File: config.mk
export PLATFORM = sky130hd
export DESIGN_NAME = l2wl_lock_ctrl
export DESIGN_NICKNAME = d
export VERILOG_FILES = /design/src/logic/l2wl_pkg.sv /design/src/logic/l2wl_lock_ctrl.sv
export SDC_FILE = /design/constraint.sdc
export NUM_CORES = 1
export LEC_CHECK = 0
export BUFFER_PORTS_ARGS = -buffer_cell sky130_fd_sc_hd__buf_2
export CORE_ASPECT_RATIO = 0.75
export CORE_MARGIN = 8
export CORE_UTILIZATION = 34
export CTS_CLUSTER_DIAMETER = 60
export DETAILED_ROUTE_END_ITERATION = 6
export GPL_ROUTABILITY_DRIVEN = 0
export HOLD_SLACK_MARGIN = 0.12
export PLACE_DENSITY = 0.86
export RECOVER_POWER = 25
export SLEW_MARGIN = 10
export SYNTH_ARGS = -nofsm -noshare
export SYNTH_HDL_FRONTEND = slang
export SYNTH_SLANG_ARGS = --single-unit
File: constraint.sdc
create_clock -name CLK_IN -period 1.8 [get_ports CLK_IN]
set_input_delay 0.54 -clock CLK_IN [delete_from_list [all_inputs] [get_ports CLK_IN]]
set_output_delay 0.54 -clock CLK_IN [all_outputs]
set_load 0.005 [all_outputs]
File: src/logic/l2wl_pkg.sv
`default_nettype none
package l2wl_pkg;
  // ----------------------------------------
  // Coprocessor encoding of the lock register
  // ----------------------------------------
  localparam logic [3:0] L2WL_CP_NUM = 4'hF;
  localparam logic [2:0] L2WL_OPC1 = 3'h1;
  localparam logic [3:0] L2WL_CRN = 4'h9;
  localparam logic [3:0] L2WL_CRM = 4'h0;
  localparam logic [2:0] L2WL_OPC2 = 3'h0;
  // ----------------------------------------
  // Field layout and reset value
  // ----------------------------------------
  localparam int L2WL_NUM_WAYS = 8;
  localparam int L2WL_DATA_W = 32;
  localparam logic [7:0] L2WL_LOCK_RESET = 8'h00;
  localparam logic [23:0] L2WL_RSVD_ZERO = 24'h000000;
  // ----------------------------------------
  // Access decode result
  // ----------------------------------------
  typedef enum logic [1:0] {
    L2WL_ACC_IDLE = 2'b00,
    L2WL_ACC_GRANT = 2'b01,
    L2WL_ACC_UNDEF = 2'b10
  } l2wl_acc_type;
endpackage
`default_nettype wire

File: src/logic/l2wl_lock_ctrl.sv
// Overview of operation
// - One lock bit per way; bit n locks way n, ways 0 to 7.
// - A locked way never receives a linefill allocation.
// - Unlocked ways are left to the normal replacement choice.
// - Victim selection is limited to unlocked ways of the set.
// - Register access allowed only in privileged modes; user access refused.
// - Secure privileged always granted; non-secure privileged only when access bit is 1.
// - Refused access raises undefined instruction; register contents unchanged.
`timescale 1ns/1ps
`default_nettype none
module l2wl_lock_ctrl
  import l2wl_pkg::*;
#(
  parameter int NUM_WAYS = L2WL_NUM_WAYS
) (
  input wire logic CLK_IN,
  input wire logic NRST_IN,
  input wire logic CP_VALID_IN,
  input wire logic CP_WRITE_IN,
  input wire logic [3:0] CP_NUM_IN,
  input wire logic [2:0] CP_OPC1_IN,
  input wire logic [3:0] CP_CRN_IN,
  input wire logic [3:0] CP_CRM_IN,
  input wire logic [2:0] CP_OPC2_IN,
  input wire logic [31:0] CP_WDATA_IN,
  input wire logic PRIV_IN,
  input wire logic SECURE_IN,
  input wire logic NONSECURE_LOCKDOWN_ACCESS_IN,
  input wire logic [NUM_WAYS-1:0] REPL_CAND_IN,
  output logic [31:0] CP_RDATA_OUT,
  output logic CP_RVALID_OUT,
  output logic CP_UNDEF_OUT,
  output logic [NUM_WAYS-1:0] ALLOC_MASK_OUT,
  output logic [NUM_WAYS-1:0] LOCK_OUT
);
  // ----------------------------------------
  // Access decode
  // ----------------------------------------
  logic [NUM_WAYS-1:0] lock_reg;
  logic [NUM_WAYS-1:0] lock_next;
  logic [31:0] rdata_reg;
  logic [31:0] rdata_next;
  logic rvalid_reg;
  logic undef_reg;
  wire logic addr_hit;
  wire logic allowed;
  wire l2wl_acc_type acc;

  assign addr_hit = CP_VALID_IN && (CP_NUM_IN == L2WL_CP_NUM) && (CP_OPC1_IN == L2WL_OPC1)
                    && (CP_CRN_IN == L2WL_CRN) && (CP_CRM_IN == L2WL_CRM)
                    && (CP_OPC2_IN == L2WL_OPC2);
  assign allowed = PRIV_IN && (SECURE_IN || NONSECURE_LOCKDOWN_ACCESS_IN);
  assign acc = !addr_hit ? L2WL_ACC_IDLE : (allowed ? L2WL_ACC_GRANT : L2WL_ACC_UNDEF);

  // ----------------------------------------
  // Register update
  // ----------------------------------------
  always_comb begin
    lock_next = lock_reg;
    rdata_next = rdata_reg;
    case (acc)
      L2WL_ACC_GRANT: begin
        if (CP_WRITE_IN) begin
          lock_next = CP_WDATA_IN[NUM_WAYS-1:0];
        end else begin
          rdata_next = {{(L2WL_DATA_W-NUM_WAYS){1'b0}}, lock_reg};
        end
      end
      L2WL_ACC_UNDEF: lock_next = lock_reg;
      default: lock_next = lock_reg;
    endcase
  end

  always_ff @(posedge CLK_IN) begin
    if (!NRST_IN) begin
      lock_reg <= L2WL_LOCK_RESET[NUM_WAYS-1:0];
      rdata_reg <= {L2WL_RSVD_ZERO, L2WL_LOCK_RESET};
      rvalid_reg <= 1'b0;
      undef_reg <= 1'b0;
    end else begin
      lock_reg <= lock_next;
      rdata_reg <= rdata_next;
      rvalid_reg <= (acc == L2WL_ACC_GRANT) && !CP_WRITE_IN;
      undef_reg <= (acc == L2WL_ACC_UNDEF);
    end
  end

  // ----------------------------------------
  // Allocation filter per way
  // ----------------------------------------
  genvar w;
  generate
    for (w = 0; w < NUM_WAYS; w++) begin : g_way
      assign ALLOC_MASK_OUT[w] = REPL_CAND_IN[w] && !lock_reg[w];
    end
  endgenerate

  assign LOCK_OUT = lock_reg;
  assign CP_RDATA_OUT = rdata_reg;
  assign CP_RVALID_OUT = rvalid_reg;
  assign CP_UNDEF_OUT = undef_reg;

  // ----------------------------------------
  // Assertions
  // ----------------------------------------
  property p_locked_no_alloc;
    @(posedge CLK_IN) disable iff (!NRST_IN) (ALLOC_MASK_OUT & lock_reg) == '0;
  endproperty
  a_locked_no_alloc: assert property (p_locked_no_alloc) else $error("Locked way offered for allocation");

  property p_unlocked_pass;
    @(posedge CLK_IN) disable iff (!NRST_IN) ALLOC_MASK_OUT == (REPL_CAND_IN & ~lock_reg);
  endproperty
  a_unlocked_pass: assert property (p_unlocked_pass) else $error("Unlocked candidate dropped");

  property p_victim_subset;
    @(posedge CLK_IN) disable iff (!NRST_IN) (ALLOC_MASK_OUT & ~REPL_CAND_IN) == '0;
  endproperty
  a_victim_subset: assert property (p_victim_subset) else $error("Victim outside candidates");

  property p_write_takes;
    @(posedge CLK_IN) disable iff (!NRST_IN)
      (addr_hit && CP_WRITE_IN && allowed) |=> lock_reg == $past(CP_WDATA_IN[NUM_WAYS-1:0]);
  endproperty
  a_write_takes: assert property (p_write_takes) else $error("Granted write not stored");

  property p_user_refused;
    @(posedge CLK_IN) disable iff (!NRST_IN) (addr_hit && !PRIV_IN) |=> CP_UNDEF_OUT && !CP_RVALID_OUT;
  endproperty
  a_user_refused: assert property (p_user_refused) else $error("User access not refused");

  property p_ns_gate;
    @(posedge CLK_IN) disable iff (!NRST_IN)
      (addr_hit && PRIV_IN && !SECURE_IN) |=> CP_UNDEF_OUT == !$past(NONSECURE_LOCKDOWN_ACCESS_IN);
  endproperty
  a_ns_gate: assert property (p_ns_gate) else $error("Non-secure gate wrong");

  property p_refused_keeps;
    @(posedge CLK_IN) disable iff (!NRST_IN) (addr_hit && !allowed) |=> $stable(lock_reg);
  endproperty
  a_refused_keeps: assert property (p_refused_keeps) else $error("Refused access changed lock");

  property p_read_zero_upper;
    @(posedge CLK_IN) disable iff (!NRST_IN)
      (addr_hit && allowed && !CP_WRITE_IN) |=> CP_RVALID_OUT && CP_RDATA_OUT[31:NUM_WAYS] == '0
      && CP_RDATA_OUT[NUM_WAYS-1:0] == $past(lock_reg);
  endproperty
  a_read_zero_upper: assert property (p_read_zero_upper) else $error("Read data wrong");

  property p_reset_clear;
    @(posedge CLK_IN) !NRST_IN |=> lock_reg == '0;
  endproperty
  a_reset_clear: assert property (p_reset_clear) else $error("Lock not cleared by reset");

  // ----------------------------------------
  // Response checks
  // ----------------------------------------
  property p_answer_exclusive;
    @(posedge CLK_IN) disable iff (!NRST_IN) !(CP_RVALID_OUT && CP_UNDEF_OUT);
  endproperty
  a_answer_exclusive: assert property (p_answer_exclusive) else $error("Read answer and refusal together");

  property p_rvalid_cause;
    @(posedge CLK_IN) disable iff (!NRST_IN) CP_RVALID_OUT |-> $past(addr_hit && allowed && !CP_WRITE_IN);
  endproperty
  a_rvalid_cause: assert property (p_rvalid_cause) else $error("Read answer without granted read");

  property p_undef_cause;
    @(posedge CLK_IN) disable iff (!NRST_IN) CP_UNDEF_OUT |-> $past(addr_hit && !allowed);
  endproperty
  a_undef_cause: assert property (p_undef_cause) else $error("Refusal without refused access");

  property p_miss_silent;
    @(posedge CLK_IN) disable iff (!NRST_IN) !addr_hit |=> $stable(lock_reg) && !CP_RVALID_OUT && !CP_UNDEF_OUT;
  endproperty
  a_miss_silent: assert property (p_miss_silent) else $error("Other instruction touched the lock");

  property p_write_silent;
    @(posedge CLK_IN) disable iff (!NRST_IN) (addr_hit && allowed && CP_WRITE_IN) |=> !CP_RVALID_OUT && !CP_UNDEF_OUT;
  endproperty
  a_write_silent: assert property (p_write_silent) else $error("Granted write answered");

  property p_secure_granted;
    @(posedge CLK_IN) disable iff (!NRST_IN) (addr_hit && PRIV_IN && SECURE_IN) |=> !CP_UNDEF_OUT;
  endproperty
  a_secure_granted: assert property (p_secure_granted) else $error("Secure privileged access refused");

  property p_ns_write_granted;
    @(posedge CLK_IN) disable iff (!NRST_IN)
      (addr_hit && CP_WRITE_IN && PRIV_IN && !SECURE_IN && NONSECURE_LOCKDOWN_ACCESS_IN)
      |=> lock_reg == $past(CP_WDATA_IN[NUM_WAYS-1:0]);
  endproperty
  a_ns_write_granted: assert property (p_ns_write_granted) else $error("Allowed non-secure write lost");

  property p_user_no_write;
    @(posedge CLK_IN) disable iff (!NRST_IN) (addr_hit && !PRIV_IN && CP_WRITE_IN) |=> $stable(lock_reg);
  endproperty
  a_user_no_write: assert property (p_user_no_write) else $error("User write changed lock");

  property p_rdata_holds;
    @(posedge CLK_IN) disable iff (!NRST_IN) !(addr_hit && allowed && !CP_WRITE_IN) |=> $stable(CP_RDATA_OUT);
  endproperty
  a_rdata_holds: assert property (p_rdata_holds) else $error("Read data changed without read");

  property p_reset_outputs;
    @(posedge CLK_IN) !NRST_IN |=> !CP_RVALID_OUT && !CP_UNDEF_OUT && CP_RDATA_OUT == '0;
  endproperty
  a_reset_outputs: assert property (p_reset_outputs) else $error("Answers not cleared by reset");

  property p_all_locked_blocks;
    @(posedge CLK_IN) disable iff (!NRST_IN) (&lock_reg) |-> ALLOC_MASK_OUT == '0;
  endproperty
  a_all_locked_blocks: assert property (p_all_locked_blocks) else $error("Allocation with all ways locked");

  c_grant_write: cover property (@(posedge CLK_IN) disable iff (!NRST_IN) addr_hit && allowed && CP_WRITE_IN);
  c_grant_read: cover property (@(posedge CLK_IN) disable iff (!NRST_IN) CP_RVALID_OUT);
  c_undef: cover property (@(posedge CLK_IN) disable iff (!NRST_IN) CP_UNDEF_OUT);
  c_all_locked: cover property (@(posedge CLK_IN) disable iff (!NRST_IN) &lock_reg);
  c_ns_granted: cover property (@(posedge CLK_IN) disable iff (!NRST_IN) addr_hit && allowed && !SECURE_IN);
endmodule // l2wl_lock_ctrl
`default_nettype wire

# Yosys cells after proc, flatten, opt, wreduce, memory -nomap -nowiden
# Cells that the tools add are included.
# W data, S select, Z words.
[word_totals] regBits=18 input_bits=65 output_inout_bits=50 wordCells=41
[op_classes] n_eq_ne=5 mux=2 n_bitwise=1 reduce_logical=29
[ops] operator="$logic_and A1 B1 Y1" n=15
[ops] operator="$logic_not A1 Y1" n=9
[ops] operator="$eq A4 B4 Y1 const B" n=2
[ops] operator="$logic_not A4 Y1" n=1
[ops] operator="$mux W2" n=2
[ops] operator="$reduce_and A2 Y1" n=2
[ops] operator="$eq A3 B1 Y1 const B" n=1
[ops] operator="$logic_not A3 Y1" n=1
[ops] operator="$eq A2 B1 Y1 const B" n=1
[ops] operator="$eq A2 B2 Y1 const B" n=1
[ops] operator="$logic_or A1 B1 Y1" n=1
[ops] operator="$not A1 Y1" n=1

# Logic depth before layout (Yosys ltp)
[logic_depth] word_depth=9 depth_mapped=6 mapped_depth_nobuf=4

# Worst setup path after synthesis
# Ideal clock, no wire load.
[synth_timing] kind="in2reg" startpoint="input port CP_CRM_IN[2]" endpoint="register rdata_reg[0], in the netlist CP_RDATA_OUT[0]" setup_time_ns=0.132 arrival_ns=1.476 required_ns=1.668 path_slack_ns=0.192 cell_stages=5 n_path_buf=1 path_cell_list="nor4b_2 > nand4_1 > buf_6 > o21ai_0 > a21oi_1"
[synth_via] elab_chain_len=6
[synth_lines] element="start, declared" line="l2wl_lock_ctrl.sv:23" source="input wire logic [3:0] CP_CRM_IN,"
[synth_lines] element="$logic_not A4 Y1" line="l2wl_lock_ctrl.sv:50" source="&& (CP_CRN_IN == L2WL_CRN) && (CP_CRM_IN == L2WL_CRM)"
[synth_lines] element="$logic_and A1 B1 Y1" line="l2wl_lock_ctrl.sv:50"
[synth_lines] element="$logic_and A1 B1 Y1" line="l2wl_lock_ctrl.sv:51" source="&& (CP_OPC2_IN == L2WL_OPC2);"
[synth_lines] element="$mux W2" line="l2wl_lock_ctrl.sv:53" source="assign acc = !addr_hit ? L2WL_ACC_IDLE : (allowed ? L2WL_ACC_GRANT : L2WL_ACC_UNDEF);"
[synth_lines] element="$eq A2 B1 Y1" line="l2wl_lock_ctrl.sv:61" source="case (acc)"
[synth_lines] element="$reduce_and A2 Y1 (no source line)"
[synth_lines] element="end signal, assigned" line="l2wl_lock_ctrl.sv:77" source="rdata_reg <= {L2WL_RSVD_ZERO, L2WL_LOCK_RESET};"
[synth_lines] element="end signal, assigned" line="l2wl_lock_ctrl.sv:82" source="rdata_reg <= rdata_next;"
[synth_lines] element="end, declared" line="l2wl_lock_ctrl.sv:41" source="logic [31:0] rdata_reg;"
# Every way passes these cells.
# A chain may end at the register's enable or synchronous reset.

# Worst setup path in the final report
[layout_timing] startpoint="input port CP_CRM_IN[2]" endpoint="register lock_reg[0], in the netlist LOCK_OUT[0]"
[layout_via] elab_chain_len=6
[layout_lines] element="$logic_not A4 Y1" line="l2wl_lock_ctrl.sv:50"
[layout_lines] element="$logic_and A1 B1 Y1" line="l2wl_lock_ctrl.sv:50"
[layout_lines] element="$logic_and A1 B1 Y1" line="l2wl_lock_ctrl.sv:51"
[layout_lines] element="$mux W2" line="l2wl_lock_ctrl.sv:53"
[layout_lines] element="$eq A2 B1 Y1" line="l2wl_lock_ctrl.sv:61"
[layout_lines] element="$reduce_and A2 Y1 (no source line)"
[layout_lines] element="end signal, assigned" line="l2wl_lock_ctrl.sv:76" source="lock_reg <= L2WL_LOCK_RESET[NUM_WAYS-1:0];"
[layout_lines] element="end signal, assigned" line="l2wl_lock_ctrl.sv:81" source="lock_reg <= lock_next;"
[layout_lines] element="end, declared" line="l2wl_lock_ctrl.sv:39" source="logic [NUM_WAYS-1:0] lock_reg;"
# Every way passes these cells.

==> impl_results.md <==
* Worst path slowest cell: sky130_fd_sc_hd__nor4b_1
* Setup repair after global routing missed its margin: false
* Clock tree from TritonCTS: built
* Total Nets Final at 254
* Pwr Density at 613 mW/mm2
* Worst IR drop on VDD at 268 uV
* Number of vias per cell after detailed routing at 4.70
* Antenna diode count at 0
* Endpoints failing hold at 0
* Post-synthesis sequential area ratio at 0.343
* Crit start category: primary input
* Syn Inst Count at 123
* Number of distinct library cell variants in the gate-level netlist after synthesis at 25
* Pin count of the biggest net entering global routing at 19
* Switching power total at 0.185 mW
* Post-layout total power at 0.825 mW
* Part of the power in registers at 0.483
* Worst-skew pair later-pin latency at 0.25 ns
* Fin. max-slew vios at 0
* IO Count at 115
* Share of cells above drive strength 1 at 0.346
* Commonest cells after routing, fill and taps aside: sky130_fd_sc_hd__buf_2, sky130_fd_sc_hd__conb_1, sky130_fd_sc_hd__dfxtp_1
* Floorplan die height at 64.1 um
* Number of rows created at floorplan at 17
* Hold/Removal Path Class: flop to flop
* Total clock buffers created by CTS at 3
* Drt first-iter violations at 54
* Initial core utilization at 0.358
* Slew of the pin with the lowest slew margin at 0.542 ns
* Via count of the first global-routing pass at 996
* Root buffer cell: sky130_fd_sc_hd__clkbuf_8
* Number of DRC violations after detailed routing at 0
* H-tree levels at 1
* Clock Sink Count at 18
* Cell chain of the critical path: buf_2 -> nor4b_1 -> and4_1 -> buf_12 -> nand4_1 -> a21oi_1
* Delay-heaviest family, CP: simple AND/OR/NAND/NOR gates
* Largest stage delay, worst path at 0.36 ns
* Internal cell power at 0.640 mW
* Kind of end point of the critical path: flop
* Number of setup buffers added after CTS at 0
* Sw Share at 0.224
* Via count of the routed design at 1,062
* Worst Path Arrival at 1.71 ns
* First-pass GRT wire length at 4770 um
* Cells taking the most area after synthesis: sky130_fd_sc_hd__dfxtp_1, sky130_fd_sc_hd__buf_4, sky130_fd_sc_hd__nand4_1, sky130_fd_sc_hd__a21oi_1, sky130_fd_sc_hd__o21ai_0
* Final critical-path share of the clock period at 0.854
* Total negative setup slack at 0 ns
* Area of the mapped netlist at 0.00105 mm2
* Synth-to-layout area growth at 28.1%
* Average cell area after synthesis at 8.53 um2
* Port Buffers at 66
* Min Clock Period, post-route at 1.54 ns
* Part of the total power dissipated in the clock network at 0.397
* Max transition margin at 0.637
* Global Route Usage Sum at 0.114
* Post-CTS Resized at 0
* Result of the run: finished clean
* Clock-pin slew on the worst setup and hold paths at 0.07 ns
* Mean routed wirelength per cell at 13.5 um
* Finished layout cell area at 0.00135 mm2
* Pre-antenna DRT Iters at 4
* Critical path buffer and inverter count at 2
* Max Buffers Root-to-Sink at 2
* CTS Hold Buffers Added at 0
* Std-Cell Core Area at 0.00294 mm2
* Post-synthesis register bit count at 18
* Number of antenna violations at the first check in global routing at 0
* Static leakage at 0.602 nW
* Worst clock skew on the final layout at 0.000529 ns
* Most common cell after layout, fill and taps aside: sky130_fd_sc_hd__buf_2
* Total congestion overflow after global routing at 0
* Instance area after placement at 0.00131 mm2
* Overall die area at 0.00514 mm2
* Post-synthesis cell type with the largest combined area: sky130_fd_sc_hd__dfxtp_1
* Combinational group share of total power at 0.121
* Final number of setup-violating endpoints at 0
* Aggregate routed wire length at 3040 um
* Detail Route Antenna Nets at 0
* Filler Cells Inserted at 318
* Die outline width at 80.2 um
* Max-cap violation count at 0
* CP Data Required Time at 1.97 ns
* Share of Yosys cell area claimed by the top area cell type at 0.343
* Number of warnings issued by yosys at 0
* Category of the critical setup timing path: primary input to flop
* Half-perimeter wire length after detailed placement at 2430 um
* Maximum fanout along the worst path at 16
* Achievable frequency at 650 MHz
## power by group through the flow
stage	clock (mW)	combinational (mW)	sequential, mW
after floorplan	0	0.0786	0.407
after global placement	0	0.0971	0.407
after global routing	0.352	0.112	0.398
after detailed placement	0	0.0984	0.407
after CTS	0.336	0.0985	0.398
final	0.327	0.0994	0.398
## synthesized netlist by cell type
master / number
sky130_fd_sc_hd__and2_1: 1
sky130_fd_sc_hd__a21oi_1: 16
sky130_fd_sc_hd__nor3_1: 1
sky130_fd_sc_hd__and4bb_2: 1
sky130_fd_sc_hd__nor2_1: 2
sky130_fd_sc_hd__o21a_1: 1
sky130_fd_sc_hd__and3b_1: 1
sky130_fd_sc_hd__buf_2: 2
sky130_fd_sc_hd__nor2b_1: 8
sky130_fd_sc_hd__buf_4: 24
sky130_fd_sc_hd__nor4_4: 1
sky130_fd_sc_hd__clkbuf_1: 2
sky130_fd_sc_hd__nand4_1: 17
sky130_fd_sc_hd__and4b_1: 1
sky130_fd_sc_hd__nand3b_1: 1
sky130_fd_sc_hd__clkinv_1: 1
sky130_fd_sc_hd__nor4b_2: 1
sky130_fd_sc_hd__buf_12: 1
sky130_fd_sc_hd__nand3_1: 2
sky130_fd_sc_hd__o21ai_0: 16
sky130_fd_sc_hd__dfxtp_1: 18
sky130_fd_sc_hd__and4_1: 1
sky130_fd_sc_hd__conb_1: 1
sky130_fd_sc_hd__buf_6: 2
sky130_fd_sc_hd__o21ai_1: 1
## state kept, by name, indices dropped and copies added, names as in the netlist
name           flops
LOCK_OUT           8
CP_UNDEF_OUT       1
CP_RVALID_OUT      1
CP_RDATA_OUT       8
## kinds of logic after synthesis
family	count (synthesis)	share of synthesized area
AO/OA/AOI/OAI	34	0.164
buffers and inverters	32	0.232
flip-flops	18	0.343
other	1	0.00357
AND/OR/NAND/NOR	38	0.256
## final timing paths
path         cells after the start                      endpoint                         start  slack [ns]
max                              6      LOCK_OUT[0]$_SDFFE_PN0P_                  CP_CRM_IN[2]        0.26
min                              2  CP_RDATA_OUT[4]$_SDFFE_PN0P_  CP_RDATA_OUT[4]$_SDFFE_PN0P_        0.47
max reg2reg                      2  CP_RDATA_OUT[5]$_SDFFE_PN0P_      LOCK_OUT[5]$_SDFFE_PN0P_        1.09
min reg2reg                      2  CP_RDATA_OUT[4]$_SDFFE_PN0P_  CP_RDATA_OUT[4]$_SDFFE_PN0P_        0.47
## layer usage
layer | vias to the layer above | GRT usage | routed length, um
li1 | 528 | - | -
met1 | 471 | 0.138 | 1240
met2 | 60 | 0.176 | 1410
met3 | 3 | 0.0601 | 374
met4 | 0 | 0.0204 | 13
met5 | - | 0 | 0
## worst min-delay path: stages (launching register included)
cell                      delay, ns
sky130_fd_sc_hd__dfxtp_1       0.31
sky130_fd_sc_hd__o21ai_0       0.06
sky130_fd_sc_hd__a21oi_1       0.06
## area by class of cell
type                       instances  area (um2)  share of cell area
clock buffer                       4        55.1              0.0409
inverter                           1        3.75             0.00279
tap                               38        47.5              0.0353
multi-input combinational         96         526               0.391
timing repair buffer              69         353               0.262
sequential                        18         360               0.268
## metrics by stage
stage	worst slack (ns)	std cells	utilization	hold WS, ns
final	0.262	226	0.458	0.472
after CTS	0.321	226	0.465	0.472
after detailed placement	0.0491	222	0.446	0.464
after global routing	0.136	226	0.458	0.493
after global placement	0.0505	222	0.446	0.457
after floorplan	0.192	146	-	0.466
No activity file was read; power rests on OpenSTA's default activity.
